$ cat src/verilog/pstr_consts.svh
// Purpose: constants for the status and telemetry command bank
// Assumes: 125 MHz clock
// Notes:   codes, bit positions, reset values and timing
`ifndef PSTR_CONSTS_SVH
`define PSTR_CONSTS_SVH

// command codes
`define PSTR_CMD_ALERT_ORDER   8'h7F
`define PSTR_CMD_VENDOR_FAULT  8'h80
`define PSTR_CMD_INPUT_V       8'h88
`define PSTR_CMD_OUTPUT_V      8'h8B

// alert-order status field
`define PSTR_AO_FIRST_BIT      0
`define PSTR_AO_RESET          8'h00
`define PSTR_AO_LATCH_MASK     8'h01

// vendor fault status fields
`define PSTR_VF_POWERON_BIT    7
`define PSTR_VF_SELF_BIT       6
`define PSTR_VF_VOUT_RST_BIT   3
`define PSTR_VF_BACK_CH_BIT    2
`define PSTR_VF_SYNC_BIT       1
`define PSTR_VF_LATCH_MASK     8'h8E
`define PSTR_VF_RESET          8'h00

// phase selection meaning all phases
`define PSTR_PHASE_ALL         8'hFF

// input reading layout
`define PSTR_EXP_MSB           15
`define PSTR_EXP_LSB           11
`define PSTR_MAN_MSB           10

// refresh period of the telemetry words
`define PSTR_REFRESH_NS        1000000
`define PSTR_CLK_NS            8
`define PSTR_REFRESH_CYC       (`PSTR_REFRESH_NS / `PSTR_CLK_NS)

`endif

$ cat src/verilog/pstr_pkg.sv
// Purpose: types for the status and telemetry command bank
// Assumes: nothing
// Notes:   one-hot command selection
package pstr_pkg;
    typedef logic [7:0]  pstr_byte_t;
    typedef logic [15:0] pstr_word_t;
    typedef enum logic [4:0] {
        PSTR_SEL_NONE   = 5'b00001,
        PSTR_SEL_AO     = 5'b00010,
        PSTR_SEL_VF     = 5'b00100,
        PSTR_SEL_VIN    = 5'b01000,
        PSTR_SEL_VOUT   = 5'b10000
    } pstr_sel_t;
endpackage

$ cat src/verilog/pstr_regs.sv
// Purpose: alert-order and vendor fault status bytes, voltage telemetry words
// Assumes: a command decoder in front hands over one byte or word transaction per pulse
// Notes:   status byte, cml byte and the alert pin itself live outside this block
//
// What this block does
// - alert-order status at code 7Fh, read byte, write byte clears
// - bit 0 latches when this device alerted first; bits 7:1 read zero
// - summary output is the OR of each command's latched flags
// - clearing flags individually also drops the matching summary output
// - vendor fault status at 80h; latched bits clear on clear-faults or write-one
// - bit 7 latches on bad trim check, bad settings checksum or bad strap
// - bit 6 is live: self-check running or a follower silent
// - bits 3, 2, 1 latch output reset, back-channel and sync faults
// - bits 5:4 and 0 read zero and ignore writes
// - writing one clears a set bit; writing zero leaves it
// - each alert-capable bit has a mask bit that blocks the alert
// - input reading at 88h, read word only, refreshed every 1 ms
// - input word: exponent in 15:11, mantissa in 10:0, both signed
// - writing a read-only code raises invalid command and alert
// - phase all-ones: input reading is the stack leader's supply
// - phase below NUM_PHASES: input reading is that phase device's supply; any other phase gives the leader's supply
// - output reading at 8Bh, read word only, unsigned, refreshed every 1 ms
`timescale 1ns/1ps
`include "pstr_consts.svh"

module pstr_regs #(
    parameter int NUM_PHASES  = 4,
    parameter int REFRESH_CYC = `PSTR_REFRESH_CYC
) (
    // clock, reset, enable
    input  wire logic                    clk,
    input  wire logic                    rstn,
    input  wire logic                    ce,
    // command transactions
    input  wire logic                    cmd_valid,
    input  wire logic                    cmd_write,
    input  wire logic [7:0]              cmd_code,
    input  wire logic [7:0]              cmd_wdata,
    input  wire logic                    clear_faults,
    // read answer
    output logic                         rsp_valid,
    output logic                         rsp_hit,
    output logic [15:0]                  rsp_data,
    // alert-order event
    input  wire logic                    first_alert_evt,
    // vendor fault events and live levels
    input  wire logic                    trim_bad_evt,
    input  wire logic                    settings_sum_bad_evt,
    input  wire logic                    strap_bad_evt,
    input  wire logic                    self_check_busy,
    input  wire logic                    follower_missing,
    input  wire logic                    vout_reset_evt,
    input  wire logic                    back_channel_fault,
    input  wire logic                    sync_fault_evt,
    // alert masks, one bit per status bit
    input  wire logic [7:0]              alert_order_mask,
    input  wire logic [7:0]              vendor_fault_mask,
    // measurements
    input  wire logic [7:0]              phase_sel,
    input  wire logic [15:0]             power_input_voltage,
    input  wire logic [NUM_PHASES*16-1:0] phase_input_voltage,
    input  wire logic [15:0]             output_voltage,
    // summaries and notices
    output logic                         summary_other,
    output logic                         summary_vendor,
    output logic                         invalid_command_flag,
    output logic                         alert_req
);

    pstr_pkg::pstr_sel_t  sel;
    pstr_pkg::pstr_byte_t ao_r;
    pstr_pkg::pstr_byte_t ao_nxt;
    pstr_pkg::pstr_byte_t vf_r;
    pstr_pkg::pstr_byte_t vf_nxt;
    pstr_pkg::pstr_byte_t ao_view;
    pstr_pkg::pstr_byte_t vf_view;
    pstr_pkg::pstr_byte_t ao_clr;
    pstr_pkg::pstr_byte_t vf_clr;
    pstr_pkg::pstr_byte_t vf_set;
    pstr_pkg::pstr_word_t vin_src;
    pstr_pkg::pstr_word_t vin_r;
    pstr_pkg::pstr_word_t vout_r;
    pstr_pkg::pstr_byte_t ao_set;
    logic                 tick;
    logic                 wr_ro;

    // decode of the command code
    always_comb begin
        case (cmd_code)
            `PSTR_CMD_ALERT_ORDER:  sel = pstr_pkg::PSTR_SEL_AO;
            `PSTR_CMD_VENDOR_FAULT: sel = pstr_pkg::PSTR_SEL_VF;
            `PSTR_CMD_INPUT_V:      sel = pstr_pkg::PSTR_SEL_VIN;
            `PSTR_CMD_OUTPUT_V:     sel = pstr_pkg::PSTR_SEL_VOUT;
            default:                sel = pstr_pkg::PSTR_SEL_NONE;
        endcase
    end

    // write-one clear masks, only supported latched bits take them
    always_comb begin
        ao_clr = 8'h00;
        vf_clr = 8'h00;
        if (clear_faults) begin
            ao_clr = 8'hFF;
            vf_clr = 8'hFF;
        end
        if (cmd_valid && cmd_write) begin
            if (sel == pstr_pkg::PSTR_SEL_AO) begin
                ao_clr = ao_clr | cmd_wdata;
            end
            if (sel == pstr_pkg::PSTR_SEL_VF) begin
                vf_clr = vf_clr | cmd_wdata;
            end
        end
    end

    // vendor fault set terms
    always_comb begin
        vf_set = 8'h00;
        vf_set[`PSTR_VF_POWERON_BIT]  = trim_bad_evt | settings_sum_bad_evt
                                      | strap_bad_evt;
        vf_set[`PSTR_VF_VOUT_RST_BIT] = vout_reset_evt;
        vf_set[`PSTR_VF_BACK_CH_BIT]  = back_channel_fault;
        vf_set[`PSTR_VF_SYNC_BIT]     = sync_fault_evt;
    end

    // alert-order set term: only the first-to-alert position exists
    always_comb begin
        ao_set = 8'h00;
        ao_set[`PSTR_AO_FIRST_BIT] = first_alert_evt;
    end

    // alert-order latch byte; a set in the clearing cycle wins
    pstr_flag_byte #(
        .SUPPORTED (`PSTR_AO_LATCH_MASK),
        .RESET_VAL (`PSTR_AO_RESET)
    ) u_ao_flags (
        .clk       (clk),
        .rstn      (rstn),
        .ce        (ce),
        .set_bits  (ao_set),
        .clr_bits  (ao_clr),
        .flags_r   (ao_r),
        .flags_nxt (ao_nxt)
    );

    // vendor fault latch byte; unsupported positions never latch
    pstr_flag_byte #(
        .SUPPORTED (`PSTR_VF_LATCH_MASK),
        .RESET_VAL (`PSTR_VF_RESET)
    ) u_vf_flags (
        .clk       (clk),
        .rstn      (rstn),
        .ce        (ce),
        .set_bits  (vf_set),
        .clr_bits  (vf_clr),
        .flags_r   (vf_r),
        .flags_nxt (vf_nxt)
    );

    // read views; live self-check bit merged in
    always_comb begin
        ao_view = ao_r;
        vf_view = vf_r;
        vf_view[`PSTR_VF_SELF_BIT] = self_check_busy | follower_missing;
    end

    // refresh tick every period
    pstr_tick_gen #(
        .PERIOD (REFRESH_CYC)
    ) u_tick (
        .clk  (clk),
        .rstn (rstn),
        .ce   (ce),
        .tick (tick)
    );

    // phase choice of the input source
    always_comb begin
        vin_src = power_input_voltage;
        for (int i = 0; i < NUM_PHASES; i++) begin
            if (phase_sel != `PSTR_PHASE_ALL && phase_sel == 8'(i)) begin
                vin_src = phase_input_voltage[i*16 +: 16];
            end
        end
    end

    // input word snapshot, whole word taken on the tick
    pstr_snap_word #(
        .WIDTH (16)
    ) u_vin_snap (
        .clk    (clk),
        .rstn   (rstn),
        .ce     (ce),
        .take   (tick),
        .src    ({vin_src[`PSTR_EXP_MSB:`PSTR_EXP_LSB], vin_src[`PSTR_MAN_MSB:0]}),
        .word_r (vin_r)
    );

    // output word snapshot on the same tick
    pstr_snap_word #(
        .WIDTH (16)
    ) u_vout_snap (
        .clk    (clk),
        .rstn   (rstn),
        .ce     (ce),
        .take   (tick),
        .src    (output_voltage),
        .word_r (vout_r)
    );

    // write to a read-only word is refused
    assign wr_ro = cmd_valid && cmd_write
                && (sel == pstr_pkg::PSTR_SEL_VIN
                    || sel == pstr_pkg::PSTR_SEL_VOUT);

    // answer to reads, one cycle after the request
    always_ff @(posedge clk or negedge rstn) begin
        if (!rstn) begin
            rsp_valid <= 1'b0;
            rsp_hit   <= 1'b0;
            rsp_data  <= 16'h0000;
        end else if (ce) begin
            rsp_valid <= cmd_valid && !cmd_write;
            rsp_hit   <= cmd_valid && !cmd_write
                      && sel != pstr_pkg::PSTR_SEL_NONE;
            if (cmd_valid && !cmd_write) begin
                case (sel)
                    pstr_pkg::PSTR_SEL_AO:   rsp_data <= {8'h00, ao_view};
                    pstr_pkg::PSTR_SEL_VF:   rsp_data <= {8'h00, vf_view};
                    pstr_pkg::PSTR_SEL_VIN:  rsp_data <= vin_r;
                    pstr_pkg::PSTR_SEL_VOUT: rsp_data <= vout_r;
                    default:                 rsp_data <= 16'h0000;
                endcase
            end
        end
    end

    // summaries follow the latches, so individual clears drop them
    always_ff @(posedge clk or negedge rstn) begin
        if (!rstn) begin
            summary_other  <= 1'b0;
            summary_vendor <= 1'b0;
        end else if (ce) begin
            summary_other  <= |ao_nxt;
            summary_vendor <= |vf_nxt;
        end
    end

    // invalid command notice, one cycle pulse
    always_ff @(posedge clk or negedge rstn) begin
        if (!rstn) begin
            invalid_command_flag <= 1'b0;
        end else if (ce) begin
            invalid_command_flag <= wr_ro;
        end
    end

    // alert request from unmasked latched bits and refused writes
    always_ff @(posedge clk or negedge rstn) begin
        if (!rstn) begin
            alert_req <= 1'b0;
        end else if (ce) begin
            alert_req <= (|(ao_nxt & ~alert_order_mask))
                       | (|(vf_nxt & ~vendor_fault_mask))
                       | wr_ro;
        end
    end

endmodule // pstr_regs

// one byte of latched status flags, set wins over clear
module pstr_flag_byte #(
    parameter logic [7:0] SUPPORTED = 8'hFF,
    parameter logic [7:0] RESET_VAL = 8'h00
) (
    // clock, reset, enable
    input  wire logic       clk,
    input  wire logic       rstn,
    input  wire logic       ce,
    // set and clear terms
    input  wire logic [7:0] set_bits,
    input  wire logic [7:0] clr_bits,
    // latched flags and their next value
    output logic      [7:0] flags_r,
    output logic      [7:0] flags_nxt
);
    // an event in the clearing cycle survives; unsupported positions stay zero
    always_comb begin
        flags_nxt = ((flags_r & ~clr_bits) | set_bits) & SUPPORTED;
    end

    // flag storage, frozen while the enable is low
    always_ff @(posedge clk or negedge rstn) begin
        if (!rstn) begin
            flags_r <= RESET_VAL;
        end else if (ce) begin
            flags_r <= flags_nxt;
        end
    end
endmodule // pstr_flag_byte

// period counter giving a one-cycle tick every PERIOD enabled cycles
module pstr_tick_gen #(
    parameter int PERIOD = `PSTR_REFRESH_CYC
) (
    // clock, reset, enable
    input  wire logic clk,
    input  wire logic rstn,
    input  wire logic ce,
    // one-cycle tick
    output logic      tick
);
    logic [31:0] cnt_r;

    // counts up to the end of the period, then starts over
    always_ff @(posedge clk or negedge rstn) begin
        if (!rstn) begin
            cnt_r <= 32'h00000000;
        end else if (ce) begin
            if (tick) begin
                cnt_r <= 32'h00000000;
            end else begin
                cnt_r <= cnt_r + 32'h00000001;
            end
        end
    end

    // last cycle of the period
    assign tick = (cnt_r >= 32'(PERIOD - 1));
endmodule // pstr_tick_gen

// whole-word capture register: every bit is taken at the same edge
module pstr_snap_word #(
    parameter int WIDTH = 16
) (
    // clock, reset, enable
    input  wire logic             clk,
    input  wire logic             rstn,
    input  wire logic             ce,
    // capture strobe and source
    input  wire logic             take,
    input  wire logic [WIDTH-1:0] src,
    // held snapshot
    output logic      [WIDTH-1:0] word_r
);
    // one register for the word, so a reader never mixes halves of two updates
    always_ff @(posedge clk or negedge rstn) begin
        if (!rstn) begin
            word_r <= '0;
        end else if (ce && take) begin
            word_r <= src;
        end
    end
endmodule // pstr_snap_word
$ cat config.mk
export PLATFORM = sky130hd
export DESIGN_NAME = pstr_regs
export DESIGN_NICKNAME = d
export VERILOG_FILES = /design/src/verilog/pstr_pkg.sv /design/src/verilog/pstr_regs.sv
export VERILOG_INCLUDE_DIRS = /design/src /design/src/verilog
export SDC_FILE = /design/constraint.sdc
export NUM_CORES = 1
export LEC_CHECK = 0
export ABC_CLOCK_PERIOD_IN_PS = 2300
export BUFFER_PORTS_ARGS = -buffer_cell sky130_fd_sc_hd__buf_4
export CAP_MARGIN = 10
export CORE_MARGIN = 2
export CORE_UTILIZATION = 47
export DETAILED_ROUTE_END_ITERATION = 7
export PLACE_DENSITY_LB_ADDON = 0.2
export RECOVER_POWER = 50
export SETUP_SLACK_MARGIN = 0.15
export SYNTH_ARGS = -nofsm -noshare
export SYNTH_HDL_FRONTEND = slang
export SYNTH_HIERARCHICAL = 1
export SYNTH_SLANG_ARGS = --single-unit
$ cat constraint.sdc
create_clock -name clk -period 2.3 [get_ports clk]
set_input_delay 0.115 -clock clk [delete_from_list [all_inputs] [get_ports clk]]
set_output_delay 0.115 -clock clk [all_outputs]
set_load 0.02 [all_outputs]
# --- After elaboration in Yosys (flattened, before gate mapping) ---
# Cells that the tools add are included.
word_totals:
  inputBits: 151
  word_cells: 70
  register_bits: 90
classes:
  muxes: 12
  n_addsub: 1
  eq_ne: 13
  bitwise: 16
  n_reduce_logical: 16
  n_lt_le_gt_ge: 1
op_table:
  columns: ["operator", "n"]
  rows:
  - ["$mux W16", 4]
  - ["$pmux W16 S4", 1]
  - ["$add A32 B1 Y32 const B", 1]
  - ["$ge A32 B17 Y1 const B", 1]
  - ["$mux W32", 1]
  - ["$eq A8 B8 Y1 const B", 3]
  - ["$mux W8", 3]
  - ["$not A8 Y8", 3]
  - ["$pmux W5 S4", 1]
  - ["$and A8 B8 Y8", 2]
  - ["$eq A8 B2 Y1 const B", 2]
  - ["$or A8 B8 Y8", 2]
  - ["$reduce_or A8 Y1", 2]
  - ["$logic_and A1 B1 Y1", 9]
  - ["$and A1 B8 Y8", 1]
  - ["$eq A8 B1 Y1 const B", 1]
  - ["$eq A8 B7 Y1 const B", 1]
  - ["$logic_not A8 Y1", 1]
  - ["$ne A8 B8 Y1 const B", 1]
  - ["$or A1 B1 Y1", 6]
  - ["$eq A5 B2 Y1 const B", 1]
  - ["$eq A5 B3 Y1 const B", 1]
  - ["$eq A5 B4 Y1 const B", 1]
  - ["$eq A5 B5 Y1 const B", 1]
  - ["8 further kinds", 9]

# --- Logic depth before layout (Yosys ltp) ---
logic_depth:
  depth_word: 12
  depth_mapped: 10
  depth_no_buf: 9

# --- Cells and area by module ---
# Netlist, hierarchy kept.
modules_own_cells:
  columns: ["module", "area_each_um2", "n_inst", "cells_per_inst", "seq_area_each_um2"]
  rows:
  - ["pstr_regs", 2229.6, 1, 225, 550.5]
  - ["pstr_tick_gen", 1696.6, 1, 184, 800.8]
  - ["pstr_snap_word", 635.6, 2, 34, 400.4]
  - ["pstr_flag_byte (u_vf_flags)", 270.3, 1, 30, 100.1]
  - ["pstr_flag_byte (u_ao_flags)", 157.7, 1, 20, 25.0]

# --- Worst setup path before layout ---
# OpenSTA, ideal clock, no wires.
synth_timing:
  path_kind: "input to register"
  from: "input cmd_code[1]"
  to: "register alert_req"
  setup_time_ns: 0.126
  t_arrival_ns: 2.195
  t_required_ns: 2.174
  stages: 9
  setup_slack_ns: -0.021
  n_path_buf: 0
  path_cell_list: "or4b_4 > nor3_4 > a31o_2 > inv_1 > a21o_1 > nor2b_1 > a2111oi_0 > nand4_1 > o32a_1"
synth_between:
  elab_chain_cells: 12
  elab_cells_between_ends: 27
synth_rtl:
  columns: ["element", "line", "text"]
  rows:
  - ["from (decl)", "pstr_regs.sv:37", "input wire logic [7:0] cmd_code,"]
  - ["$eq A8 B8 Y1 or $eq A8 B7 Y1 (tied branches)", "pstr_regs.sv:89", "case (cmd_code)"]
  - ["$pmux W5 S4 *", "pstr_regs.sv:89", null]
  - ["$eq A5 B3 Y1 *", "pstr_regs.sv:110", "if (sel == pstr_pkg::PSTR_SEL_VF) begin"]
  - ["$mux W8 *", "pstr_regs.sv:110", null]
  - ["$mux W8 *", "pstr_regs.sv:106", "if (cmd_valid && cmd_write) begin"]
  - ["net vf_clr[2]", "pstr_regs.sv:78", "pstr_pkg::pstr_byte_t vf_clr;"]
  - ["$not A8 Y8 *", "pstr_regs.sv:289", "flags_nxt = ((flags_r & ~clr_bits) | set_bits) & SUPPORTED;"]
  - ["$and A8 B8 Y8 *", "pstr_regs.sv:289", null]
  - ["$or A8 B8 Y8 *", "pstr_regs.sv:289", null]
  - ["net vf_nxt[2]", "pstr_regs.sv:74", "pstr_pkg::pstr_byte_t vf_nxt;"]
  - ["$and A8 B8 Y8 *", "pstr_regs.sv:264", "| (|(vf_nxt & ~vendor_fault_mask))"]
  - ["$reduce_or A8 Y1 *", "pstr_regs.sv:264", null]
  - ["$or A1 B1 Y1 *", "pstr_regs.sv:264", null]
  - ["$or A1 B1 Y1 *", "pstr_regs.sv:265", "| wr_ro;"]
  - ["to (signal assigned)", "pstr_regs.sv:263", "alert_req <= (|(ao_nxt & ~alert_order_mask))"]
  - ["to (decl)", "pstr_regs.sv:67", "output logic alert_req"]
# The timed path passes the listed nets; every way through them passes the cells marked *.
# A chain may end at the register's enable or synchronous reset.

# --- Final worst setup path ---
layout_timing:
  from: "register u_tick.cnt_r[17]"
  to: "register u_vout_snap.word_r[2]"
layout_between:
  elab_chain_cells: 2
layout_rtl:
  columns: ["element", "line", "text"]
  rows:
  - ["from (decl)", "pstr_regs.sv:313", "logic [31:0] cnt_r;"]
  - ["from (signal assigned)", "pstr_regs.sv:323", "cnt_r <= cnt_r + 32'h00000001;"]
  - ["$ge A32 B17 Y1", "pstr_regs.sv:329", "assign tick = (cnt_r >= 32'(PERIOD - 1));"]
  - ["net tick", "pstr_regs.sv:84", "logic tick;"]
  - ["$logic_and A1 B1 Y1", "pstr_regs.sv:350", "end else if (ce && take) begin"]
  - ["to (signal assigned)", "pstr_regs.sv:351", "word_r <= src;"]
  - ["to (decl)", "pstr_regs.sv:344", "output logic [WIDTH-1:0] word_r"]
# The timed path passes the listed nets, and every way through them passes these cells.

==> results.ini <==
[global_routing]
track_usage_pct=24.3
antenna_found_initial=0
grt_pass1_wl_mm=24.5
grt_pass1_vias=4952
globalRoute.totalOverflow=0
grt_max_degree=51

[clock_network]
max-clock-path-buffers=2
clk_latency_ps=350
cts_tree=done
h-tree-depth=3
clkTransAtPathRegs_ps=70
cts_buffers=9
cts_sinks=91
root_buffer=clkbuf_16

[finish]
antenna_cells=0
final_common_cell=buf_4
instances_no_fill=840
final_cell_mix=165 x buf_4, 91 x dfrtp_1, 36 x nand2_1
drive_above_1_share_pct=40.3
finalNetCount=844
area_growth_pct=31.9

[outcome]
status=complete, no violations

[logic_synthesis]
netlist_instances=514
syn-cell-area_um2=5520
syn_avg_cell_area_um2=10.7
ys_warn_count=6

[pwr]
power_uw=4970
clockPowerShare_pct=30.9
worst_ir_drop_vdd_mv=0.518
combPwrFrac_pct=24.3
powerDensity_nw_per_um2=682
leakage_uw=0.00344
p_sw_share_pct=27.7
internal_power_uw=3590
power_switching_uw=1370
seqPwrFrac_pct=44.8

[floorplanning]
dieArea_um2=12600
coreArea_um2=11400
start_util_pct=48.3
rows=39
die_h_um=112
die_w_um=112
ioPinCount=173

[setup_path]
required_ps=2530
crit_path_end_kind=flip-flop
startpoint_type=flip-flop
cp_max_fo=8
ff2ff_setup_slack_ps=170
worstPathArrival_ps=2360
path_class=reg -> reg

[timing]
period_share_pct=92.5
setup_tns_ps=0
drv_slew=0
finalHoldViolations=0
holdWs_ps=1.34
layout_setup_ws_ps=172
max_freq_ghz=0.470
worst_slew_pin_slew_ps=1070
relSlewSlack_pct=28.9
grt_setup_unrepaired=true
fin_skew_ps=3.76
layout_min_cycle_time_ps=2130
setup_viol=0

[placed_design]
numPortBuffers=169
hpwlAfterDp_mm=11.4
gp_congestion=0.885
dp_cells=813
pre_cts_ws_ps=-122

[drt]
via_count=4638
first_iter_violations=244
postRouteAntennaNets=0
drc=0
avgRoutedWirePerCell_um=17.8
first_pass_iters=5
wl_mm=15.0
routed_via_density=5.52

[job]
cap_violations=0

[worst_hold_path]
min_path_type=in -> reg

flip-flops by register name, indices dropped and copies added, names as in the netlist:
signal,flops
u_vin_snap/word_r,16
u_ao_flags/flags_r,1
rsp_valid,1
invalid_command_flag,1
rsp_data,16
alert_req,1
u_tick/cnt_r,32
u_vf_flags/flags_r,4
rsp_hit,1
u_vout_snap/word_r,16
summary_vendor,1
summary_other,1
layer usage:
layer | global-route usage [%] | wire length, µm | up-vias
met3 | 5.94 | 689 | 24
met2 | 42.1 | 7870 | 128
met4 | 6.75 | 280 | 0
met1 | 30.4 | 6110 | 2275
li1 | - | - | 2211
met5 | 0 | 0 | -
worst paths after layout:
kind                                    start                     end  depth (start not counted)
max                          u_tick/cnt_r[17]   u_vout_snap/word_r[2]                          6
min                        output_voltage[13]  u_vout_snap/word_r[13]                          2
max reg2reg                  u_tick/cnt_r[17]   u_vout_snap/word_r[2]                          6
min reg2reg                      rsp_data[11]            rsp_data[11]                          2
max in group asynchronous                rstn   u_vf_flags/flags_r[3]                          3
min in group asynchronous                rstn        u_tick/cnt_r[22]                          2
critical path, cell delays in order (launching register included):
cell     delay, ps
dfrtp_1        420
or4_4          500
nor4_4         220
and3_4         260
nand2_8        120
nand2_8        150
mux2_2         340
power groups by stage:
| stage | combinational, µW | sequential, µW | clock, µW |
|---|---|---|---|
| finish | 1210 | 2230 | 1540 |
| global route | 1300 | 2260 | 1610 |
| CTS | 1180 | 2220 | 1560 |
| detailed placement | 1120 | 2240 | 0 |
| global placement | 1080 | 2220 | 0 |
| floorplan | 800 | 2130 | 0 |
final cells by class:
| cell class | instances | area (µm²) |
|---|---|---|
| clock buffers | 10 | 239 |
| clock inverters | 6 | 68.8 |
| fillers | 966 | 4140 |
| inverters | 25 | 93.8 |
| multi-input cells | 370 | 3030 |
| flip-flops and latches | 91 | 2280 |
| well taps | 143 | 179 |
| repair buffers | 195 | 1390 |
per-stage QoR:
stage | instance area [µm²] | utilization [%]
global placement | 6880 | 60.2
detailed placement | 6880 | 60.2
CTS | 7320 | 64.1
floorplan | 5610 | -
global route | 7280 | 63.7
finish | 7280 | 63.7
what timing repair did:
item,in CTS,in global routing
cloned,2,0
setup buffers,1,2
resized for setup,7,7
endpoints found under the hold margin,45,1
pin swaps,4,3
endpoints found under the setup margin,32,42
hold buffers,5,1
(Power assumes the default switching activity.)
